<file path="src/uic_pkg.sv">
// Package with register offsets, field positions, codes and timing counts.
package uic_pkg;
   localparam logic [2:0] RXDATA_OFS  = 3'h0;
   localparam logic [2:0] ENABLE_OFS  = 3'h1;
   localparam logic [2:0] STATUS_OFS  = 3'h2;
   localparam logic [2:0] LINEST_OFS  = 3'h5;
   localparam logic [2:0] MODEMST_OFS = 3'h6;
   localparam int IE_RX    = 0;
   localparam int IE_TX    = 1;
   localparam int IE_LS    = 2;
   localparam int IE_MS    = 3;
   localparam int IE_XOFF  = 5;
   localparam int IE_RTS   = 6;
   localparam int IE_CTS   = 7;
   localparam int FC_EN    = 0;
   localparam int FC_RXRST = 1;
   localparam int FC_TXRST = 2;
   localparam logic [7:0] ENABLE_RESET   = 8'h00;
   localparam logic [7:0] ENABLE_LOWMASK = 8'h0f;
   localparam logic [5:0] CODE_LS   = 6'h06;
   localparam logic [5:0] CODE_TO   = 6'h0c;
   localparam logic [5:0] CODE_RX   = 6'h04;
   localparam logic [5:0] CODE_TX   = 6'h02;
   localparam logic [5:0] CODE_MS   = 6'h00;
   localparam logic [5:0] CODE_XOFF = 6'h10;
   localparam logic [5:0] CODE_FLOW = 6'h20;
   localparam logic [5:0] CODE_NONE = 6'h01;
   localparam logic [6:0] TO_CHARS  = 7'h04;
   localparam logic [6:0] TO_BITS   = 7'h0c;
endpackage : uic_pkg

</file>
<file path="src/uart_interrupt_fifo_control.sv">
// Interrupt enable, prioritised status and FIFO control for one channel.
`timescale 1ns/10ps

//  Operation
// - FIFOs on with enables 0..3 clear gives polled use through line status.
// - Line status byte packs ready, overrun, head errors, empties, FIFO error.
// - Enable 0 raises receive ready on held character or trigger level.
// - Enable 1 raises transmit ready on empty or below trigger, also on enable.
// - Overrun interrupts at once; other errors at readout or at once if set.
// - Enable 3 raises modem status when any modem delta bit 0..3 is set.
// - Enable bits 4..7 writable only with enhanced enable; all reset zero.
// - Rising edge of RTS or CTS under auto flow control interrupts.
// - Status read returns only the top pending source; others wait.
// - Time-out after four characters plus twelve bits; cleared by data read.
// - Transmit ready from trigger or empty FIFO; transmitter empty in RS-485.
// - Wake-up set on sleep exit, cleared by status read, code 000001.
// - Each source clears by its own read or write action.
// - Xoff, special and flow-change flags clear as described.
// - Codes for priorities 1 to 4 are 06, 0c, 04 and 02.
// - Codes for priorities 5 to 7 are 00, 10, 20; none is 01.
// - Status bit 0 is zero while pending, one when idle or woken.
// - Status bits 4 and 5 only active under their enables.
// - Status bits 7:6 mirror the FIFO enable.
// - FIFO control bit 0 enables FIFOs; other bits need bit 0 set.
// - Bits 1 and 2 pulse receive and transmit FIFO resets, self-clearing.
module uart_interrupt_fifo_control (
   input  wire logic       core_clk,      // Core clock, 40 MHz.
   input  wire logic       rst_n,         // Synchronous reset, active low.
   input  wire logic [2:0] regAddr,       // Register address.
   input  wire logic       regRd,         // Read strobe, one cycle.
   input  wire logic       regWr,         // Write strobe, one cycle.
   input  wire logic [7:0] regWdata,      // Write data.
   output logic      [7:0] regRdata,      // Read data, next cycle.
   input  wire logic       enhancedEn,    // Enhanced-function enable bit.
   input  wire logic       errImmediate,  // Extended modem status bit 6.
   input  wire logic       rxDataReady,   // Receive data present.
   input  wire logic       rxCharIn,      // Pulse: character received.
   input  wire logic [2:0] rxErrIn,       // Errors of incoming character.
   input  wire logic [2:0] rxErrHead,     // Errors of head character.
   input  wire logic       rxOverrun,     // Overrun status level.
   input  wire logic       rxOverrunEv,   // Pulse: overrun happened.
   input  wire logic       rxFifoErr,     // Error somewhere in receive FIFO.
   input  wire logic       rxTrigger,     // Receive level at or above trigger.
   input  wire logic       bitTick,       // Pulse: one bit time elapsed.
   input  wire logic [3:0] charBits,      // Bits per character frame.
   input  wire logic       txHoldEmpty,   // Transmit holding empty.
   input  wire logic       txBelowTrig,   // Transmit level below trigger.
   input  wire logic       txFifoEmpty,   // Transmit FIFO empty.
   input  wire logic       txAllEmpty,    // FIFO and shifter both empty.
   input  wire logic       rs485Auto,     // Auto RS-485 direction control.
   input  wire logic [3:0] modemDelta,    // Modem status bits 0..3.
   input  wire logic [7:0] modemStatus,   // Modem status byte for reads.
   input  wire logic       xoffDetect,    // Pulse: Xoff received.
   input  wire logic       xonDetect,     // Pulse: Xon received.
   input  wire logic       specialDetect, // Pulse: special character seen.
   input  wire logic       autoRts,       // Auto RTS flow control on.
   input  wire logic       autoCts,       // Auto CTS flow control on.
   input  wire logic       rtsOut,        // RTS# pin level.
   input  wire logic       ctsIn,         // CTS# pin level.
   input  wire logic       sleepExit,     // Pulse: left sleep mode.
   output logic            intOut,        // Interrupt request, active high.
   output logic      [7:0] intEnable,     // Enable register contents.
   output logic            fifoEnable,    // FIFOs enabled.
   output logic            rxFifoReset,   // Pulse: reset receive FIFO.
   output logic            txFifoReset,   // Pulse: reset transmit FIFO.
   output logic            lineStReadPulse,  // Pulse: line status was read.
   output logic            modemStReadPulse  // Pulse: modem status was read.
);

   typedef struct packed {
      logic [7:0] intEn;
      logic       fifoEn;
      logic       rxRst;
      logic       txRst;
      logic       lsPend;
      logic       toPend;
      logic [6:0] toCnt;
      logic       txPend;
      logic       txCondPrev;
      logic       xoffPend;
      logic       specPend;
      logic       flowPend;
      logic       rtsPrev;
      logic       ctsPrev;
      logic       wakePend;
      logic [7:0] rdData;
      logic       irq;
      logic       lineStRd;
      logic       modemStRd;
   } uic_state_t;

   uic_state_t st;
   uic_state_t next_st;

   // Highest-priority code among the pending, enabled sources.
   function automatic logic [5:0] uic_code(input logic [6:0] p);
      if (p[0])      uic_code = uic_pkg::CODE_LS;
      else if (p[1]) uic_code = uic_pkg::CODE_TO;
      else if (p[2]) uic_code = uic_pkg::CODE_RX;
      else if (p[3]) uic_code = uic_pkg::CODE_TX;
      else if (p[4]) uic_code = uic_pkg::CODE_MS;
      else if (p[5]) uic_code = uic_pkg::CODE_XOFF;
      else if (p[6]) uic_code = uic_pkg::CODE_FLOW;
      else           uic_code = uic_pkg::CODE_NONE;
   endfunction : uic_code

   logic [6:0] pend;
   logic [5:0] code;
   logic       rxLevel;
   logic       txCond;
   logic [6:0] toLimit;
   logic       rdStatus;
   logic       rdRxData;
   logic       rdLineSt;
   logic       rdModemSt;
   logic       wrTxData;

   always_comb begin
      rdStatus  = regRd && (regAddr == uic_pkg::STATUS_OFS);
      rdRxData  = regRd && (regAddr == uic_pkg::RXDATA_OFS);
      rdLineSt  = regRd && (regAddr == uic_pkg::LINEST_OFS);
      rdModemSt = regRd && (regAddr == uic_pkg::MODEMST_OFS);
      wrTxData  = regWr && (regAddr == uic_pkg::RXDATA_OFS);
      rxLevel = st.fifoEn ? rxTrigger : rxDataReady;
      if (rs485Auto)
         txCond = txAllEmpty;
      else if (st.fifoEn)
         txCond = txBelowTrig || txFifoEmpty;
      else
         txCond = txHoldEmpty;
      toLimit = 7'(uic_pkg::TO_CHARS * 7'(charBits)) + uic_pkg::TO_BITS;
      pend[0] = st.intEn[uic_pkg::IE_LS] && st.lsPend;
      pend[1] = st.intEn[uic_pkg::IE_RX] && st.toPend;
      pend[2] = st.intEn[uic_pkg::IE_RX] && rxLevel;
      pend[3] = st.intEn[uic_pkg::IE_TX] && st.txPend;
      pend[4] = st.intEn[uic_pkg::IE_MS] && (|modemDelta);
      pend[5] = st.intEn[uic_pkg::IE_XOFF] && (st.xoffPend || st.specPend);
      pend[6] = (st.intEn[uic_pkg::IE_RTS] || st.intEn[uic_pkg::IE_CTS])
                && st.flowPend;
      code    = uic_code(pend);
   end

   always_comb begin
      next_st       = st;
      next_st.rxRst = 1'b0;
      next_st.txRst = 1'b0;
      next_st.lineStRd  = rdLineSt;
      next_st.modemStRd = rdModemSt;
      next_st.rtsPrev    = rtsOut;
      next_st.ctsPrev    = ctsIn;
      next_st.txCondPrev = txCond;

      // Register writes.
      if (regWr && regAddr == uic_pkg::ENABLE_OFS) begin
         if (enhancedEn)
            next_st.intEn = regWdata;
         else
            next_st.intEn = (st.intEn & ~uic_pkg::ENABLE_LOWMASK)
                            | (regWdata & uic_pkg::ENABLE_LOWMASK);
      end
      if (regWr && regAddr == uic_pkg::STATUS_OFS) begin
         next_st.fifoEn = regWdata[uic_pkg::FC_EN];
         if (regWdata[uic_pkg::FC_EN]) begin
            next_st.rxRst = regWdata[uic_pkg::FC_RXRST];
            next_st.txRst = regWdata[uic_pkg::FC_TXRST];
         end
      end

      // Clears come first so that a same-cycle set below wins.
      if (rdLineSt)
         next_st.lsPend = 1'b0;
      if (rdStatus && code == uic_pkg::CODE_TX)
         next_st.txPend = 1'b0;
      if (wrTxData)
         next_st.txPend = 1'b0;
      if ((rdStatus && code == uic_pkg::CODE_XOFF) || xonDetect)
         next_st.xoffPend = 1'b0;
      if ((rdStatus && code == uic_pkg::CODE_XOFF) || rxCharIn)
         next_st.specPend = 1'b0;
      if (rdModemSt)
         next_st.flowPend = 1'b0;
      if (rdStatus && code == uic_pkg::CODE_NONE)
         next_st.wakePend = 1'b0;
      if (rdRxData)
         next_st.toPend = 1'b0;

      // Sets.
      if (rxOverrunEv)
         next_st.lsPend = 1'b1;
      if (errImmediate && rxCharIn && (|rxErrIn))
         next_st.lsPend = 1'b1;
      if (!errImmediate && rdRxData && (|rxErrHead))
         next_st.lsPend = 1'b1;
      if (txCond && !st.txCondPrev)
         next_st.txPend = 1'b1;
      // Turning the enable on while txCond holds (holding empty, FIFO below trigger or empty, transmitter empty in RS-485) interrupts.
      if (regWr && regAddr == uic_pkg::ENABLE_OFS && regWdata[uic_pkg::IE_TX]
          && !st.intEn[uic_pkg::IE_TX] && txCond)
         next_st.txPend = 1'b1;
      if (xoffDetect)
         next_st.xoffPend = 1'b1;
      if (specialDetect)
         next_st.specPend = 1'b1;
      if ((autoRts && rtsOut && !st.rtsPrev)
          || (autoCts && ctsIn && !st.ctsPrev))
         next_st.flowPend = 1'b1;
      if (sleepExit)
         next_st.wakePend = 1'b1;

      // The timer restarts on every arrival or read and only runs with data.
      if (!st.fifoEn || !rxDataReady || rxCharIn || rdRxData)
         next_st.toCnt = 7'h00;
      else if (bitTick && st.toCnt != toLimit)
         next_st.toCnt = 7'(st.toCnt + 7'h01);
      if (st.fifoEn && bitTick && st.toCnt == 7'(toLimit - 7'h01)
          && !rxCharIn && !rdRxData && rxDataReady)
         next_st.toPend = 1'b1;

      // Read data is registered; status is sampled on the read edge.
      next_st.rdData = 8'h00;
      if (regRd) begin
         case (regAddr)
            uic_pkg::ENABLE_OFS: next_st.rdData = st.intEn;
            uic_pkg::STATUS_OFS: next_st.rdData = {st.fifoEn, st.fifoEn, code};
            uic_pkg::LINEST_OFS: next_st.rdData = {rxFifoErr, txAllEmpty,
                                  txHoldEmpty, rxErrHead, rxOverrun,
                                  rxDataReady};
            uic_pkg::MODEMST_OFS: next_st.rdData = modemStatus;
            default:          next_st.rdData = 8'h00;
         endcase
      end
      next_st.irq = (|pend) || st.wakePend;
   end

   always_ff @(posedge core_clk) begin
      if (!rst_n) begin
         st <= '0;
      end else begin
         st <= next_st;
      end
   end

   assign regRdata     = st.rdData;
   assign intOut       = st.irq;
   assign intEnable        = st.intEn;
   assign fifoEnable       = st.fifoEn;
   assign rxFifoReset      = st.rxRst;
   assign txFifoReset      = st.txRst;
   assign lineStReadPulse  = st.lineStRd;
   assign modemStReadPulse = st.modemStRd;
endmodule : uart_interrupt_fifo_control

</file>
<file path="config.mk">
export PLATFORM = sky130hd
export DESIGN_NAME = uart_interrupt_fifo_control
export DESIGN_NICKNAME = d
export VERILOG_FILES = /design/src/uic_pkg.sv /design/src/uart_interrupt_fifo_control.sv
export SDC_FILE = /design/constraint.sdc
export NUM_CORES = 1
export LEC_CHECK = 0
export ABC_AREA = 1
export BUFFER_PORTS_ARGS = -buffer_cell sky130_fd_sc_hd__buf_2
export CORE_ASPECT_RATIO = 1.25
export CORE_MARGIN = 1.5
export CORE_UTILIZATION = 45
export DETAILED_ROUTE_END_ITERATION = 6
export PLACE_DENSITY = 0.85
export SYNTH_ARGS = -nofsm -noshare
export SYNTH_HDL_FRONTEND = slang
export SYNTH_SLANG_ARGS = --single-unit
</file>
<file path="constraint.sdc">
create_clock -name core_clk -period 1.1 [get_ports core_clk]
set_input_delay 0.055 -clock core_clk [delete_from_list [all_inputs] [get_ports core_clk]]
set_output_delay 0.055 -clock core_clk [all_outputs]
set_load 0.01 [all_outputs]
</file>
==> results of run 1 <==
registers in the layout (all words and copies together) (netlist names):
name	count
st	17
lineStReadPulse	1
intOut	1
fifoEnable	1
intEnable	8
rxFifoReset	1
txFifoReset	1
modemStReadPulse	1
regRdata	8
cell usage in the layout, fill, tap and decap left out, types with 2 or more instances in the layout:
| cell | instances |
|---|---|
| nand2_2 | 17 |
| clkbuf_8 | 5 |
| nor2_2 | 4 |
| nand4_1 | 5 |
| a21oi_2 | 13 |
| a41oi_1 | 2 |
| dfxtp_1 | 31 |
| nand2_1 | 49 |
| a221oi_1 | 4 |
| dlygate4sd3_1 | 5 |
| nor2_1 | 19 |
| buf_2 | 79 |
| o21ai_1 | 9 |
| nor3_2 | 2 |
| bufinv_16 | 2 |
| nor3_1 | 6 |
| buf_6 | 4 |
| a21oi_1 | 18 |
| inv_1 | 33 |
| nand3_2 | 12 |
| buf_4 | 50 |
| ha_1 | 3 |
| nand2_4 | 5 |
| nor2_4 | 4 |
| xor2_1 | 7 |
| nand3_1 | 16 |
| inv_2 | 12 |
| nand3b_1 | 2 |
| dfxtp_2 | 7 |
| o21ai_2 | 3 |
| o21ai_0 | 4 |
timing repair:
action,4_1_cts,5_1_grt
hold buffers,5,0
setup endpoints to repair,17,19
resized for setup,21,57
endpoints found under the hold margin,5,0
pin swaps,9,24
buffers inserted,2,5
how the worst max path moves through the flow:
stage           startpoint  endpoint  slack, ns  cells after the start
2_1_floorplan       st[19]    st[19]      -0.10                     10
3_3_place_gp   charBits[1]    st[19]      -0.23                     13
3_5_place_dp   charBits[1]    st[20]      -0.28                     13
4_1_cts             st[19]    st[25]      -0.22                     10
5_1_grt             st[19]    st[22]      -0.38                      8
6_report            st[19]    st[22]      -0.33                      8
layer usage:
layer  track usage [%]  routed length [µm]  vias to the layer above
met3              4.79                 534                       37
met5                 0                   0                        -
met1              23.1                2670                     1250
met2              49.2                4180                      159
li1                  -                   -                     1281
met4              11.7                 382                        0
power groups by stage:
| stage | clock (W) | combinational, W | sequential, W |
|---|---|---|---|
| 2_1_floorplan | 0 | 0.000258 | 0.00150 |
| 3_3_place_gp | 0 | 0.000499 | 0.00150 |
| 3_5_place_dp | 0 | 0.000512 | 0.00150 |
| 4_1_cts | 0.00144 | 0.000540 | 0.00147 |
| 5_1_grt | 0.00150 | 0.000654 | 0.00148 |
| 6_report | 0.00145 | 0.000612 | 0.00148 |
logic make-up (layout without fill, tap and decap cells):
family / Yosys count / in the layout
xor gates and xnor gates: 8 / 8
DFF: 39 / 39
AOI/OAI and AO/OA: 58 / 58
adders and majority gates: 4 / 4
buffers and inverters: 65 / 192
and+or+nand+nor: 145 / 145
cell type report:
class | count | area [µm²]
fill | 335 | 1310
sequential | 39 | 793
clock inverter | 2 | 60.1
inverter | 46 | 175
tap | 60 | 75.1
multi-input combinational | 215 | 1370
clock buffer | 6 | 72.6
timing repair buffer | 138 | 866
through the flow:
step	total power (W)	TNS, ns	utilization (%)
3_5_place_dp	0.00202	-2.96	62.0
5_1_grt	0.00363	-3.51	72.2
4_1_cts	0.00345	-1.76	67.3
6_report	0.00354	-2.39	72.2
3_3_place_gp	0.00200	-2.39	62.0
2_1_floorplan	0.00176	-0.741	-
tightest hold or removal path: stages:
cell and delay, ns:
buf_2 0.07, inv_1 0.04, nor2_1 0.09
==> results.json, run 1 <==
{
  "whs_ns": 0.0122,
  "cap_violations": 0,
  "synth_compound_area_share_pct": 14.7,
  "numPortBuffers": 80,
  "cts_buffers": 5,
  "min_to": "txFifoReset",
  "area_delta_synth_final_pct": 53.5,
  "fmax_ghz": 0.700,
  "status": "finished, violations left",
  "path_clk_slew_ns": 0.08,
  "final_cells": 506,
  "grt_overflow": 0,
  "worstPathMaxFanout": 3,
  "worst_pin_slew_ns": 0.363,
  "cts_tree": "done",
  "wire_per_inst_um": 15.4,
  "layout_setup_ws_ns": -0.329,
  "final_net_count": 508,
  "fin_skew_ns": 0.0183,
  "reg2reg_slack_ns": -0.33,
  "synth_area_leaders": "dfxtp_1 (35%), nand2_1 (10%), a21oi_1 (7.0%)",
  "p_leak_nw": 1.65,
  "slew_viol_final": 0,
  "seq_power_share_pct": 41.7,
  "synth_cells": 319,
  "die_y_um": 81.6,
  "first_pass_iters": 5,
  "design_area_um2": 3420,
  "worst-setup-path-type": "reg2reg",
  "ir_drop_mv": 0.577,
  "cts-root-buf": "clkbuf_8",
  "drt_iter0_drc": 296,
  "relSlewSlack_pct": 75.8,
  "required_ns": 1.33,
  "whs_path_depth": 3,
  "cts.sinks": 39,
  "async_flop_share_pct": 0,
  "row_count": 28,
  "hold_path.class": "in2reg",
  "violations": "negative setup slack",
  "drcViolationCount": 0,
  "reg2reg_from": "st[19]",
  "worstPathCellList": "inv_2 -> buf_4 -> buf_4 -> buf_4 -> nor2_2 -> xor2_1 -> nand3_2 -> a21oi_1",
  "r2r-end": "st[22]",
  "grt_util_all_layers_pct": 24.5,
  "grt_pass1_vias": 2414,
  "yosysMostFrequentCell": "nand2_1",
  "ys_ff_latch": 39,
  "hold_violations": 0,
  "grt_pass1_wl_um": 10100,
  "setup_violations": 16,
  "synth_top_family_by_area": "simple AND/OR/NAND/NOR gates",
  "cpLargestDelayFamily": "buffers and inverters",
  "synth_xor_area_share_pct": 3.15,
  "gp_congestion": 0.927,
  "grt_max_degree": 13,
  "slowest_delay_ns": 0.35,
  "core_area_um2": 4730,
  "initial_core_util_pct": 47.0,
  "antenna_found_initial": 0,
  "ys_seq_area_share_pct": 35.1,
  "num_antenna_cells": 0,
  "hpwlAfterDp_um": 5210,
  "place_worst_setup_slack_ns": -0.276,
  "synth_area_per_cell_um2": 6.97,
  "cp-start-kind": "flip-flop",
  "synth_fa_ha_area_share_pct": 2.25,
  "p_comb_share_pct": 17.3,
  "io_pins": 81,
  "switching_share_pct": 25.4,
  "arrival_ns": 1.66,
  "synth_edf_count": 0,
  "clock_path_buffers": 2,
  "syn_area_um2": 2220,
  "routed_wl_um": 7770,
  "vias_per_cell": 5.39,
  "yosys.area.top_type": "dfxtp_1",
  "power_density_nw_per_um2": 1040,
  "period_share_pct": 130,
  "ys_types": 31,
  "die_x_um": 65.9,
  "muxShareOfSynthArea_pct": 0,
  "vias": 2727,
  "intPower_w": 0.00264,
  "switching_power_w": 0.000898,
  "synth_simple_gate_area_share_pct": 30.7,
  "dieArea_um2": 5380,
  "netlist_top_cells_count": "nand2_1 (61), dfxtp_1 (39), inv_1 (38)",
  "crit_buf_inv": 4,
  "critPathSlowestCell": "dfxtp_2",
  "ys.flop_type": "dfxtp_1",
  "synth_top_area_share_pct": 35.1,
  "period_minus_slack_ns": 1.43,
  "reg2regPathDepth": 8,
  "hp-start": "regWdata[2]",
  "insertion_delay_ns": 0.30,
  "ant_nets": 0,
  "rsz0062_at_grt": "true",
  "placed_area_um2": 2930,
  "ys_warn_count": 0,
  "drive_gt1_share_pct": 50.9,
  "cpMostUsedCell": "buf_4",
  "place_inst": 487,
  "clkPwrFrac_pct": 40.9,
  "cp-end-kind": "flip-flop",
  "cts_htree_levels": 2,
  "synth_nets": 382
}
Power figures use the tool's default switching activity.
==> inputs of run 2 (changes only) <==
REMOVE_ABC_BUFFERS = 1   (was default)
==> run 2 against run 1 <==
Net effect: the run still ends with negative setup slack left; non-clock buffer count rose by 1; sequential power barely moved; hold slack got worse by 0.0091 ns; die area did not move; via count rose by 0.18%; power fell by 15%; critical path depth rose by 2.
==> results.json, run 2 (synthesis gave the netlist of run 1 again) <==
{
  "routed_wl_um": 7630,
  "insertion_delay_ns": 0.29,
  "cts_htree_levels": 2,
  "arrival_ns": 1.53,
  "period_minus_slack_ns": 1.34,
  "grt_util_all_layers_pct": 25.4,
  "hold_path.class": "in2reg",
  "largest_reg_flops": 17,
  "switching_power_w": 0.000845,
  "final_core_util_pct": 70.0,
  "layout_common_cells": "buf_2 (80), nand2_1 (54), buf_4 (50)",
  "final_net_count": 509,
  "rsz0062_at_grt": "true",
  "grt_overflow": 0,
  "cts-root-buf": "clkbuf_8",
  "vias_per_cell": 5.39,
  "gp_congestion": 0.941,
  "hpwlAfterDp_um": 5100,
  "layout_setup_ws_ns": -0.245,
  "core_area_um2": 4730,
  "die_y_um": 81.6,
  "worst_pin_slew_ns": 0.326,
  "fmax_ghz": 0.744,
  "cp-end-kind": "flip-flop",
  "dieArea_um2": 5380,
  "clkPwrFrac_pct": 31.6,
  "drt_iter0_drc": 263,
  "area_delta_synth_final_pct": 48.8,
  "grt_max_degree": 12,
  "cap_violations": 0,
  "worstPathMaxFanout": 8,
  "hold_violations": 0,
  "regMostFlops": "st",
  "slowest_delay_ns": 0.34,
  "row_count": 28,
  "io_pins": 81,
  "cts_buffers": 5,
  "worst-setup-path-type": "reg2reg",
  "required_ns": 1.28,
  "vias": 2732,
  "status": "finished, violations left",
  "power_density_nw_per_um2": 906,
  "setup_violations": 18,
  "wire_per_inst_um": 15.0,
  "first_pass_iters": 4,
  "cts_tree": "done",
  "slew_viol_final": 0,
  "whs_ns": 0.00311,
  "path_clk_slew_ns": 0.07,
  "initial_core_util_pct": 47.0,
  "final_common_cell": "buf_2",
  "seq_power_share_pct": 49.2,
  "p_leak_nw": 1.63,
  "die_x_um": 65.9,
  "relSlewSlack_pct": 78.3,
  "antenna_found_initial": 0,
  "grt_pass1_vias": 2468,
  "cts.sinks": 39,
  "grt_pass1_wl_um": 10500,
  "p_comb_share_pct": 19.3,
  "worstPathCellList": "inv_2 -> ha_4 -> nand3_2 -> nor2_2 -> nand2_2 -> nor2_4 -> nand2_4 -> buf_4 -> nand3_1 -> a21oi_1",
  "ant_nets": 0,
  "ir_drop_mv": 0.567,
  "num_antenna_cells": 0,
  "critPathSlowestCell": "dfxtp_2",
  "fin_skew_ns": 0.00879,
  "period_share_pct": 122,
  "numPortBuffers": 80,
  "drcViolationCount": 0,
  "drive_gt1_share_pct": 47.9,
  "cp-start-kind": "flip-flop",
  "violations": "negative setup slack",
  "intPower_w": 0.00215,
  "clock_path_buffers": 2,
  "switching_share_pct": 28.2
}
==> run 2: cell types whose count changed in the layout (fill, tap and decap cells not counted), sizes merged <==
cell         previous run  this run
buf                   133       135
bufinv                  2         0
clkbuf                  6         7
clkinv                  0         1
dlygate4sd3             5         4
==> run 2: layout make-up <==
class | count | area [µm²]
clock inverters | 1 | 5.00
fillers | 337 | 1420
clock buffers | 7 | 76.3
inverters | 46 | 173
well taps | 60 | 75.1
multi-input cells | 215 | 1310
flip-flops and latches | 39 | 798
repair buffers | 139 | 872
==> run 2: worst paths after layout <==
check	depth (start not counted)	to	startpoint	slack [ns]
hold / removal	3	txFifoReset	regWdata[2]	0.003
setup / recovery	10	st[22]	st[20]	-0.24
setup reg to reg	10	st[22]	st[20]	-0.24
hold reg to reg	2	intEnable[4]	intEnable[4]	0.49
==> run 2: what timing repair did <==
item | 4_1_cts | 5_1_grt
gates resized for setup | 34 | 36
endpoints found under the setup margin | 18 | 19
hold buffers | 4 | 0
setup buffers | 2 | 5
hold endpoints to repair | 4 | 0
pin swaps | 21 | 20
==> run 2: through the flow <==
step | cells | TNS, ns | setup slack [ns] | power [W] | cell area, µm²
after floorplan | 300 | -1.25 | -0.132 | 0.00173 | 2080
after global placement | 488 | -2.68 | -0.233 | 0.00199 | 2920
after detailed placement | 488 | -3.55 | -0.310 | 0.00200 | 2920
after CTS | 502 | -2.30 | -0.267 | 0.00295 | 3150
after global routing | 507 | -3.59 | -0.336 | 0.00311 | 3310
final | 507 | -2.43 | -0.245 | 0.00300 | 3310
==> run 2: critical path, delay by kind of cell, from the launching register on <==
| kind | cells | cell delay (ns) |
|---|---|---|
| compound gates | 1 | 0.06 |
| flops | 1 | 0.34 |
| simple gates | 6 | 0.49 |
| buf+inv | 2 | 0.21 |
| fa+ha+maj | 1 | 0.14 |
==> run 2: power by group through the flow <==
| stage | sequential, W | clock (W) | combinational (W) |
|---|---|---|---|
| 3_5_place_dp | 0.00150 | 0 | 0.000501 |
| 5_1_grt | 0.00148 | 0.00101 | 0.000624 |
| 4_1_cts | 0.00147 | 0.000957 | 0.000526 |
| 2_1_floorplan | 0.00151 | 0 | 0.000220 |
| 6_report | 0.00147 | 0.000946 | 0.000577 |
| 3_3_place_gp | 0.00150 | 0 | 0.000486 |
==> run 2: per-layer routing <==
| metal | up-vias | part of all wire, % | global-route usage [%] | wire [µm] |
|---|---|---|---|---|
| met5 | - | 0 | 0 | 0 |
| met4 | 0 | 4.5 | 9.17 | 342 |
| met3 | 34 | 7.9 | 5.34 | 602 |
| met2 | 149 | 52 | 50.3 | 3970 |
| met1 | 1266 | 36 | 25.5 | 2710 |
| li1 | 1283 | - | - | - |
